===== src/core/sast_defs.vh =====
`ifndef SAST_DEFS_VH
`define SAST_DEFS_VH

// ----------------------------------------
// Word length codes
// ----------------------------------------
`define SAST_WL_7 2'h0
`define SAST_WL_8 2'h1
`define SAST_WL_9 2'h2

// ----------------------------------------
// Bit timing in rate ticks
// ----------------------------------------
`define SAST_TPB_ASYNC 4'hF
`define SAST_TPB_SYNC 4'h7
`define SAST_HALF_ASYNC 4'h7
`define SAST_HALF_SYNC 4'h3
`define SAST_SIR_PULSE 4'h3
`define SAST_SIR_HOLD 5'h10

// ----------------------------------------
// Queues
// ----------------------------------------
`define SAST_DEPTH 4'h8
`define SAST_RTS_LIMIT 4'h7

// ----------------------------------------
// Status flag positions
// ----------------------------------------
`define SAST_SF_PAR 0
`define SAST_SF_FRM 1
`define SAST_SF_OVR 2
`define SAST_SF_BRK 3
`define SAST_SF_TMO 4
`define SAST_SF_TXE 5
`define SAST_SF_RXT 6
`define SAST_SF_BSY 7

`endif


===== src/core/sast_fifo.v =====
`timescale 1ns/1ps
`default_nettype none
`include "sast_defs.vh"

module sast_fifo (
	input wire clk_sys_i,
	input wire rst_n_i,
	input wire push_i,
	input wire [8:0] din_i,
	input wire pop_i,
	output reg [8:0] dout_q,
	output reg [3:0] count_q,
	output reg full_q,
	output reg empty_q
);
	reg [8:0] mem [0:7];
	reg [2:0] wp_q;
	reg [2:0] rp_q;
	wire do_push = push_i && !full_q;
	wire do_pop = pop_i && !empty_q;
	wire [2:0] rp_n = rp_q + {2'h0, do_pop};
	wire [3:0] cnt_n = count_q + {3'h0, do_push} - {3'h0, do_pop};

	always @(posedge clk_sys_i) begin
		if (do_push) begin
			mem[wp_q] <= din_i;
		end
	end

	// ----------------------------------------
	// Pointers and registered head word
	// ----------------------------------------
	// Bypass keeps the head valid when writing into an empty queue
	always @(posedge clk_sys_i) begin
		if (!rst_n_i) begin
			wp_q <= 3'h0;
			rp_q <= 3'h0;
			count_q <= 4'h0;
			full_q <= 1'b0;
			empty_q <= 1'b1;
			dout_q <= 9'h000;
		end else begin
			wp_q <= wp_q + {2'h0, do_push};
			rp_q <= rp_n;
			count_q <= cnt_n;
			full_q <= (cnt_n == `SAST_DEPTH);
			empty_q <= (cnt_n == 4'h0);
			dout_q <= (do_push && wp_q == rp_n) ? din_i : mem[rp_n];
		end
	end
endmodule

`default_nettype wire


===== src/core/sast_sir.v =====
`timescale 1ns/1ps
`default_nettype none
`include "sast_defs.vh"

module sast_sir (
	input wire clk_sys_i,
	input wire rst_n_i,
	input wire tick_i,
	input wire tx_bit_i,
	input wire [3:0] tx_phase_i,
	input wire sir_rx_i,
	output reg sir_tx_q,
	output reg sir_rx_q
);
	reg [4:0] hold_q;

	// ----------------------------------------
	// Encoder and decoder
	// ----------------------------------------
	// A zero bit becomes a short high pulse; a pulse is stretched back to a bit
	always @(posedge clk_sys_i) begin
		if (!rst_n_i) begin
			sir_tx_q <= 1'b0;
			sir_rx_q <= 1'b1;
			hold_q <= 5'h00;
		end else begin
			sir_tx_q <= !tx_bit_i && (tx_phase_i < `SAST_SIR_PULSE);
			if (sir_rx_i) begin
				hold_q <= `SAST_SIR_HOLD;
			end else if (tick_i && hold_q != 5'h00) begin
				hold_q <= hold_q - 5'h01;
			end
			sir_rx_q <= !(sir_rx_i || hold_q != 5'h00);
		end
	end
endmodule

`default_nettype wire


===== src/core/sast_top.v =====
`timescale 1ns/1ps
`default_nettype none
`include "sast_defs.vh"

// Notes on behaviour
// - Async up to clk/16, sync up to clk/8
// - Transmitter and receiver run independently
// - Seven, eight or nine data bits
// - Even, odd or no parity, generated and checked
// - One or two stop bits sent
// - LSB-first or MSB-first shifting
// - Parity, overrun and framing errors detected
// - RTS shows room, CTS gates transmit
// - IrDA SIR encoder and decoder option
// - RS485 enable active while transmitting
// - Eight-deep transmit and receive queues
// - Four interrupt kinds raised
// - Status flags readable by software
module sast_top (
	input wire clk_sys_i,
	input wire rst_n_i,
	input wire mode_sync_i,
	input wire [15:0] baud_div_i,
	input wire [1:0] word_len_i,
	input wire parity_en_i,
	input wire parity_odd_i,
	input wire stop_two_i,
	input wire msb_first_i,
	input wire flow_ctl_en_i,
	input wire irda_en_i,
	input wire rs485_en_i,
	input wire [3:0] rx_thresh_i,
	input wire [7:0] timeout_bits_i,
	input wire [3:0] irq_en_i,
	input wire [4:0] status_clr_i,
	input wire [8:0] tx_data_i,
	input wire tx_valid_i,
	output reg tx_ready_o,
	output wire [8:0] rx_data_o,
	output reg rx_valid_o,
	input wire rx_pop_i,
	output reg [7:0] serial_status_flag_reg_o,
	output reg irq_line_o,
	output reg irq_tx_empty_o,
	output reg irq_rx_thresh_o,
	output reg irq_timeout_o,
	output reg txd_o,
	input wire rxd_i,
	output reg rts_n_o,
	input wire cts_n_i,
	output reg rs485_de_o,
	output reg sclk_o
);
	localparam [4:0] ST_IDLE = 5'h01;
	localparam [4:0] ST_START = 5'h02;
	localparam [4:0] ST_DATA = 5'h04;
	localparam [4:0] ST_PAR = 5'h08;
	localparam [4:0] ST_STOP = 5'h10;

	function [3:0] nbits;
		input [1:0] wl;
		begin
			nbits = (wl == `SAST_WL_7) ? 4'h7 : (wl == `SAST_WL_8) ? 4'h8 : 4'h9;
		end
	endfunction

	function [8:0] wmask;
		input [1:0] wl;
		begin
			wmask = (wl == `SAST_WL_7) ? 9'h07F : (wl == `SAST_WL_8) ? 9'h0FF : 9'h1FF;
		end
	endfunction

	function [3:0] bitpos;
		input [3:0] idx;
		input [3:0] n;
		input msb;
		begin
			bitpos = msb ? (n - 4'h1 - idx) : idx;
		end
	endfunction

	wire [3:0] nb = nbits(word_len_i);
	wire [8:0] msk = wmask(word_len_i);
	wire [3:0] tpb = mode_sync_i ? `SAST_TPB_SYNC : `SAST_TPB_ASYNC;
	wire [3:0] half = mode_sync_i ? `SAST_HALF_SYNC : `SAST_HALF_ASYNC;
	wire sir_on = irda_en_i && !mode_sync_i;

	// ----------------------------------------
	// Rate tick
	// ----------------------------------------
	reg [15:0] div_q;
	reg tick_q;
	// Rate divider
	// Bits last 16 ticks async and 8 ticks sync, so the ceilings follow
	always @(posedge clk_sys_i) begin
		if (!rst_n_i) begin
			div_q <= 16'h0000;
			tick_q <= 1'b0;
		end else begin
			tick_q <= (div_q == baud_div_i);
			div_q <= (div_q == baud_div_i) ? 16'h0000 : div_q + 16'h0001;
		end
	end

	// ----------------------------------------
	// Queues
	// ----------------------------------------
	wire [8:0] txf_dout;
	wire [3:0] txf_cnt;
	wire txf_full;
	wire txf_empty;
	wire [3:0] rxf_cnt;
	wire rxf_full;
	wire rxf_empty;
	reg tx_pop;
	reg rx_push;
	reg [8:0] rx_word;

	sast_fifo u_txf (
		.clk_sys_i(clk_sys_i),
		.rst_n_i(rst_n_i),
		.push_i(tx_valid_i),
		.din_i(tx_data_i),
		.pop_i(tx_pop),
		.dout_q(txf_dout),
		.count_q(txf_cnt),
		.full_q(txf_full),
		.empty_q(txf_empty)
	);

	sast_fifo u_rxf (
		.clk_sys_i(clk_sys_i),
		.rst_n_i(rst_n_i),
		.push_i(rx_push),
		.din_i(rx_word),
		.pop_i(rx_pop_i),
		.dout_q(rx_data_o),
		.count_q(rxf_cnt),
		.full_q(rxf_full),
		.empty_q(rxf_empty)
	);

	// ----------------------------------------
	// Transmitter
	// ----------------------------------------
	reg [4:0] tx_st_q;
	reg [8:0] tx_sh_q;
	reg [3:0] tx_idx_q;
	reg [3:0] tx_cnt_q;
	reg tx_line_q;
	reg tx_stop2_q;
	wire tx_end = tick_q && (tx_cnt_q == tpb);
	// Clear to send gates each new frame
	wire tx_go = !txf_empty && !(flow_ctl_en_i && cts_n_i);

	always @(posedge clk_sys_i) begin
		if (!rst_n_i) begin
			tx_st_q <= ST_IDLE;
			tx_sh_q <= 9'h000;
			tx_idx_q <= 4'h0;
			tx_cnt_q <= 4'h0;
			tx_line_q <= 1'b1;
			tx_stop2_q <= 1'b0;
			tx_pop <= 1'b0;
		end else begin
			tx_pop <= 1'b0;
			if (tick_q && tx_st_q != ST_IDLE) begin
				tx_cnt_q <= tx_end ? 4'h0 : tx_cnt_q + 4'h1;
			end
			case (tx_st_q)
				ST_IDLE: begin
					tx_line_q <= 1'b1;
					if (tx_go && tick_q && !tx_pop) begin
						tx_sh_q <= txf_dout & msk;
						tx_pop <= 1'b1;
						tx_cnt_q <= 4'h0;
						tx_line_q <= 1'b0;
						tx_st_q <= ST_START;
					end
				end
				ST_START: begin
					if (tx_end) begin
						tx_idx_q <= 4'h0;
						tx_line_q <= tx_sh_q[bitpos(4'h0, nb, msb_first_i)];
						tx_st_q <= ST_DATA;
					end
				end
				ST_DATA: begin
					if (tx_end) begin
						if (tx_idx_q == nb - 4'h1) begin
							tx_line_q <= parity_en_i ? (^tx_sh_q) ^ parity_odd_i : 1'b1;
							tx_stop2_q <= stop_two_i;
							tx_st_q <= parity_en_i ? ST_PAR : ST_STOP;
						end else begin
							tx_idx_q <= tx_idx_q + 4'h1;
							tx_line_q <= tx_sh_q[bitpos(tx_idx_q + 4'h1, nb, msb_first_i)];
						end
					end
				end
				ST_PAR: begin
					if (tx_end) begin
						tx_line_q <= 1'b1;
						tx_st_q <= ST_STOP;
					end
				end
				default: begin
					if (tx_end) begin
						if (tx_stop2_q) begin
							tx_stop2_q <= 1'b0;
						end else begin
							tx_st_q <= ST_IDLE;
						end
					end
				end
			endcase
		end
	end

	// ----------------------------------------
	// Line coding and pins
	// ----------------------------------------
	wire sir_tx;
	wire sir_rx;

	sast_sir u_sir (
		.clk_sys_i(clk_sys_i),
		.rst_n_i(rst_n_i),
		.tick_i(tick_q),
		.tx_bit_i(tx_line_q),
		.tx_phase_i(tx_cnt_q),
		.sir_rx_i(rxd_i && sir_on),
		.sir_tx_q(sir_tx),
		.sir_rx_q(sir_rx)
	);

	wire rx_in = sir_on ? sir_rx : rxd_i;

	always @(posedge clk_sys_i) begin
		if (!rst_n_i) begin
			txd_o <= 1'b1;
			rs485_de_o <= 1'b0;
			sclk_o <= 1'b1;
			rts_n_o <= 1'b1;
		end else begin
			txd_o <= sir_on ? sir_tx : tx_line_q;
			rs485_de_o <= rs485_en_i && (tx_st_q != ST_IDLE);
			// Clock low in first half so the partner samples on the rising edge
			sclk_o <= !(mode_sync_i && tx_st_q != ST_IDLE && tx_st_q != ST_START
				&& tx_cnt_q <= `SAST_HALF_SYNC);
			// Ready to receive while fewer than seven words are queued
			rts_n_o <= flow_ctl_en_i && (rxf_cnt >= `SAST_RTS_LIMIT);
		end
	end

	// ----------------------------------------
	// Receiver
	// ----------------------------------------
	reg [4:0] rx_st_q;
	reg [8:0] rx_sh_q;
	reg [3:0] rx_idx_q;
	reg [3:0] rx_cnt_q;
	reg rx_par_q;
	reg rx_zero_q;
	reg rx_arm_q;
	reg ev_par;
	reg ev_frm;
	reg ev_ovr;
	reg ev_brk;
	wire rx_end = tick_q && (rx_cnt_q == tpb);

	always @(posedge clk_sys_i) begin
		if (!rst_n_i) begin
			rx_st_q <= ST_IDLE;
			rx_sh_q <= 9'h000;
			rx_idx_q <= 4'h0;
			rx_cnt_q <= 4'h0;
			rx_par_q <= 1'b0;
			rx_zero_q <= 1'b0;
			rx_arm_q <= 1'b0;
			rx_push <= 1'b0;
			rx_word <= 9'h000;
			{ev_par, ev_frm, ev_ovr, ev_brk} <= 4'h0;
		end else begin
			rx_push <= 1'b0;
			{ev_par, ev_frm, ev_ovr, ev_brk} <= 4'h0;
			if (tick_q && rx_st_q != ST_IDLE) begin
				rx_cnt_q <= rx_end ? 4'h0 : rx_cnt_q + 4'h1;
			end
			case (rx_st_q)
				ST_IDLE: begin
					// Rearm only after the line has been high, so a break starts no frame
					if (rx_in) begin
						rx_arm_q <= 1'b1;
					end else if (tick_q && rx_arm_q) begin
						rx_arm_q <= 1'b0;
						rx_cnt_q <= 4'h0;
						rx_st_q <= ST_START;
					end
				end
				ST_START: begin
					if (tick_q && rx_cnt_q == half) begin
						rx_cnt_q <= 4'h0;
						rx_idx_q <= 4'h0;
						rx_sh_q <= 9'h000;
						rx_zero_q <= 1'b1;
						rx_st_q <= rx_in ? ST_IDLE : ST_DATA;
					end
				end
				ST_DATA: begin
					if (rx_end) begin
						rx_sh_q[bitpos(rx_idx_q, nb, msb_first_i)] <= rx_in;
						rx_zero_q <= rx_zero_q && !rx_in;
						rx_idx_q <= rx_idx_q + 4'h1;
						if (rx_idx_q == nb - 4'h1) begin
							rx_st_q <= parity_en_i ? ST_PAR : ST_STOP;
						end
					end
				end
				ST_PAR: begin
					if (rx_end) begin
						rx_par_q <= rx_in;
						rx_zero_q <= rx_zero_q && !rx_in;
						rx_st_q <= ST_STOP;
					end
				end
				default: begin
					if (rx_end) begin
						rx_st_q <= ST_IDLE;
						if (rx_zero_q && !rx_in) begin
							ev_brk <= 1'b1;
							ev_frm <= 1'b1;
						end else begin
							ev_frm <= !rx_in;
							ev_par <= parity_en_i && (rx_par_q != ((^rx_sh_q) ^ parity_odd_i));
							ev_ovr <= rxf_full;
							rx_push <= !rxf_full;
							rx_word <= rx_sh_q;
						end
					end
				end
			endcase
		end
	end

	// ----------------------------------------
	// Receive timeout
	// ----------------------------------------
	reg [3:0] tmo_tick_q;
	reg [7:0] tmo_bits_q;
	reg ev_tmo;
	// Idle bit periods counted while data waits
	always @(posedge clk_sys_i) begin
		if (!rst_n_i) begin
			tmo_tick_q <= 4'h0;
			tmo_bits_q <= 8'h00;
			ev_tmo <= 1'b0;
		end else begin
			ev_tmo <= 1'b0;
			if (rxf_empty || rx_push || rx_pop_i || rx_st_q != ST_IDLE) begin
				tmo_tick_q <= 4'h0;
				tmo_bits_q <= 8'h00;
			end else if (tick_q) begin
				tmo_tick_q <= (tmo_tick_q == tpb) ? 4'h0 : tmo_tick_q + 4'h1;
				if (tmo_tick_q == tpb && tmo_bits_q != timeout_bits_i) begin
					tmo_bits_q <= tmo_bits_q + 8'h01;
					ev_tmo <= (tmo_bits_q + 8'h01 == timeout_bits_i);
				end
			end
		end
	end

	// ----------------------------------------
	// Status and interrupts
	// ----------------------------------------
	reg [4:0] sticky_q;
	wire [4:0] ev_all = {ev_tmo, ev_brk, ev_ovr, ev_frm, ev_par};
	wire rxt_lvl = !rxf_empty && (rxf_cnt >= rx_thresh_i);

	always @(posedge clk_sys_i) begin
		if (!rst_n_i) begin
			sticky_q <= 5'h00;
			serial_status_flag_reg_o <= 8'h00;
			irq_line_o <= 1'b0;
			irq_tx_empty_o <= 1'b0;
			irq_rx_thresh_o <= 1'b0;
			irq_timeout_o <= 1'b0;
			tx_ready_o <= 1'b0;
			rx_valid_o <= 1'b0;
		end else begin
			// Sticky flags; a new event beats a clear
			sticky_q <= (sticky_q & ~status_clr_i) | ev_all;
			serial_status_flag_reg_o <= {tx_st_q != ST_IDLE, rxt_lvl, txf_empty, sticky_q};
			irq_line_o <= irq_en_i[0] && (sticky_q[3:0] != 4'h0);
			irq_tx_empty_o <= irq_en_i[1] && txf_empty;
			irq_rx_thresh_o <= irq_en_i[2] && rxt_lvl;
			irq_timeout_o <= irq_en_i[3] && sticky_q[`SAST_SF_TMO];
			tx_ready_o <= !txf_full && !(tx_valid_i && txf_cnt == `SAST_DEPTH - 4'h1);
			rx_valid_o <= !rxf_empty && !(rx_pop_i && rxf_cnt == 4'h1);
		end
	end
endmodule

`default_nettype wire


===== config.mk =====
export PLATFORM = sky130hd
export DESIGN_NAME = sast_top
export DESIGN_NICKNAME = d
export VERILOG_FILES = /design/src/core/sast_fifo.v /design/src/core/sast_sir.v /design/src/core/sast_top.v
export VERILOG_INCLUDE_DIRS = /design/src /design/src/core
export SDC_FILE = /design/constraint.sdc
export NUM_CORES = 1
export LEC_CHECK = 0
export BUFFER_PORTS_ARGS = -buffer_cell sky130_fd_sc_hd__buf_4
export CAP_MARGIN = 25
export CORE_ASPECT_RATIO = 1.1
export CORE_MARGIN = 2
export CORE_UTILIZATION = 30
export DETAILED_ROUTE_END_ITERATION = 7
export SETUP_SLACK_MARGIN = 0.2
export SYNTH_ARGS = -nofsm -noshare
export SYNTH_HDL_FRONTEND = slang
export SYNTH_SLANG_ARGS = --single-unit

===== constraint.sdc =====
create_clock -name clk_sys_i -period 2.7 [get_ports clk_sys_i]
set_input_delay 0.54 -clock clk_sys_i [delete_from_list [all_inputs] [get_ports clk_sys_i]]
set_output_delay 0.54 -clock clk_sys_i [all_outputs]
set_load 0.01 [all_outputs]

==> results.yml <==
status:
  status: "finished, final reports clean"
routing:
  routedWlPerCell_um: 15.01
  drc_errors: 0
  drt_iter0_drc: 286
  viasPerCell: 4.603
  via_count: 8571
  ant_nets: 0
  firstDrtPassIters: 4
  wl_um: 27960
timing:
  fin_crit_sh: 0.8699
  maxSlewViolCount: 0
  tightest_slew_ns: 0.6403
  min_period_ns: 2.349
  fin_skew_ns: 0.02931
  rsz0062_at_grt: "false"
  setup_viol: 0
  fin_setup_tns_ns: 0
  relSlewSlack: 0.5725
  hold_slack_ns: 0.1962
  hold_viol: 0
  fmax_ghz: 0.4257
synth:
  synth_nets: 1235
  synth_edf_count: 144
  async_reset_ff_frac: 0
  yosys_most_used_dff: "dfxtp_1"
  ys_seq_elements: 310
  syn-cell-area_um2: 13500
  synth_area_leaders: "edfxtp_1 32%, dfxtp_1 25%, mux4_2 6.2%"
  ys_seq_area_frac: 0.5665
  yosysUniqueCellTypes: 64
  synth_top_cell_by_area: "edfxtp_1"
  yosys.area.top_type_share: 0.3203
  synth_area_per_cell_um2: 11.93
  syn_inst: 1132
  synth_common_cells: "166 x dfxtp_1, 144 x edfxtp_1, 124 x nor2_1, 72 x nand2_1, 57 x xor2_1"
  yosysMostFrequentCell: "dfxtp_1"
  yosys_warnings: 0
critical_path:
  r2r_cells: 9
  worstPathRequired_ns: 3.12
  crit_arrival_ns: 2.76
  crit_type: "flop to flop"
  crit_path_end_kind: "flop"
  start_kind: "flop"
  reg2reg_to: "tx_line_q"
  r2r_slack_ns: 0.35
  critPathMaxFanout: 6
  timing.rr.start: "tx_idx_q[0]"
placed_design:
  dp_hpwl_um: 19800
  port_buffers: 88
  gp_congestion: 0.8279
  dpl_cell_area_um2: 15090
clock_network:
  clk_latency_ns: 0.55
  cts_root_buf: "clkbuf_16"
  post_cts_buffers: 0
  cts_sinks: 310
  cts_buffers: 35
  cts_tree: "yes"
  htreeDepth: 2
  clk_transition_reported_paths_ns: 0.06
  cts_max_path_buffers: 3
floorplanning:
  dieArea_um2: 46710
  die_w_um: 206.3
  die_h_um: 226.5
  initial_utilization: 0.3034
  coreArea_um2: 44490
  rows: 81
  ioPinCount: 89
cells_and_area:
  stdcell_area_um2: 16280
  area_growth_pct: 20.57
  antenna_cells: 0
  fin_nets: 1357
  drive_gt1_frac: 0.1936
global_route:
  antenna_found_initial: 1
  grt_usage: 0.1228
  grt_pass1_vias: 8814
  grt_max_degree: 45
  grt_pass1_wl_um: 45480
  grt_overflow: 0
power_and_ir_drop:
  comb_power_share: 0.150
  p_per_area_nw_per_um2: 730.2
  power.share.sequential: 0.446
  power.share.clock: 0.404
  peakVddDrop_mv: 0.5185
  power.switching_uw: 2964
  swShare: 0.2494
  p_leak_uw: 0.005926
  p_int_uw: 8920
hold_path:
  min-delay-start: "irq_en_i[2]"
  holdPathStages: 2
  whs_endpoint: "irq_rx_thresh_o"
  hold_class: "input port to flop"
job:
  max_cap_viol_count: 0
flip-flops by register name, indices dropped and copies added (netlist names), 5 cells and up:
| signal | flops |
|---|---|
| div_q | 16 |
| rx_sh_q | 9 |
| rx_st_q | 5 |
| rx_word | 9 |
| serial_status_flag_reg_o | 8 |
| sticky_q | 5 |
| tmo_bits_q | 8 |
| tx_sh_q | 9 |
| tx_st_q | 5 |
| u_rxf.dout_q | 9 |
| u_rxf.mem | 72 |
| u_sir.hold_q | 5 |
| u_txf.dout_q | 9 |
| u_txf.mem | 72 |
per-stage QoR:
stage,setup slack [ns],utilization,std cells,power [uW]
6_report,0.3512,0.3658,1862,11880
5_1_grt,0.2052,0.3658,1862,12490
4_1_cts,0.2793,0.3656,1862,12100
3_5_place_dp,0.1181,0.3392,1798,7230
3_3_place_gp,0.1629,0.3392,1798,7186
2_1_floorplan,0.2013,-,1132,6592
metal layers:
| metal | global-route usage | part of all wire | vias to the layer above | wire [um] |
|---|---|---|---|---|
| met1 | 0.1432 | 0.42 | 4094 | 11810 |
| li1 | - | - | 4293 | - |
| met5 | 0 | 0 | - | 0 |
| met3 | 0.03162 | 0.046 | 61 | 1299 |
| met2 | 0.2145 | 0.50 | 123 | 13910 |
| met4 | 0.04862 | 0.033 | 0 | 932 |
cells by family (layout without fill, tap and decap cells):
group / after synthesis / count (layout) / synth area share
flip-flops: 310 / 310 / 0.5665
AO/OA/AOI/OAI: 125 / 125 / 0.06099
multiplexers: 86 / 86 / 0.09816
XOR/XNOR: 109 / 109 / 0.07072
adder cells (fa/ha/maj): 41 / 41 / 0.04023
buffers and inverters: 91 / 240 / 0.02762
AND/OR/NAND/NOR: 370 / 370 / 0.1358
worst max-delay path: stages, from the launching register on:
cell	delay, ns
dfxtp_2	0.35
ha_1	0.34
fa_1	0.49
mux2i_2	0.21
buf_4	0.17
nor2_1	0.04
a211oi_1	0.26
a211oi_1	0.10
mux2i_1	0.18
a32oi_1	0.08
area by class of cell:
class	count	area, um^2
multi-input cells	731	5519
well taps	581	726.9
fillers	4263	28220
flip-flops and latches	310	7650
inverters	42	162.7
repair buffers	134	1044
clock buffers	46	959.7
clock inverters	18	214.0
power by group through the flow:
stage,logic [uW],clock network (uW),registers [uW]
final,1780,4800,5300
after global routing,2000,5150,5330
after CTS,1830,4970,5310
after detailed placement,1820,0,5410
after global placement,1790,0,5400
after floorplan,1180,0,5410
cell usage in the layout (no fill, tap or decap), types with 3 or more instances in the layout:
cell type,netlist,routed
a211oi_1,24,23
a21o_1,7,7
a21oi_1,43,43
and2_1,32,32
and3_1,13,12
buf_12,0,3
buf_4,0,131
bufinv_16,0,3
clkbuf_1,36,5
clkbuf_16,0,35
clkbuf_8,0,4
clkinv_2,0,7
dfxtp_1,166,164
edfxtp_1,144,144
fa_1,4,4
ha_1,37,36
inv_1,41,40
mux2i_1,48,47
mux4_2,37,37
nand2_1,72,71
nand2b_1,12,12
nand3_1,27,27
nand3b_1,4,4
nand4_1,19,19
nor2_1,124,124
nor2b_1,15,15
nor3_1,15,15
nor3b_1,4,4
nor4_1,11,10
o211ai_1,6,6
o21ai_0,21,21
or3_1,4,4
or4_1,3,3
xnor2_1,52,52
xor2_1,57,57
how the worst max path moves through the flow:
stage	start	end	slack (ns)	cells after the start
after floorplan	word_len_i[1]	tx_line_q	0.20	10
after global placement	word_len_i[1]	rx_sh_q[8]	0.16	12
after detailed placement	word_len_i[1]	tx_line_q	0.12	12
after CTS	tx_idx_q[0]	tx_line_q	0.28	9
after global routing	tx_pop	u_txf.empty_q	0.21	9
final	tx_idx_q[0]	tx_line_q	0.35	9
what timing repair did:
action / CTS / global route
gates resized for setup: 0 / 3
hold buffers: 0 / 0
setup endpoints to repair: 0 / 1
Power figures use the tool's default switching activity.
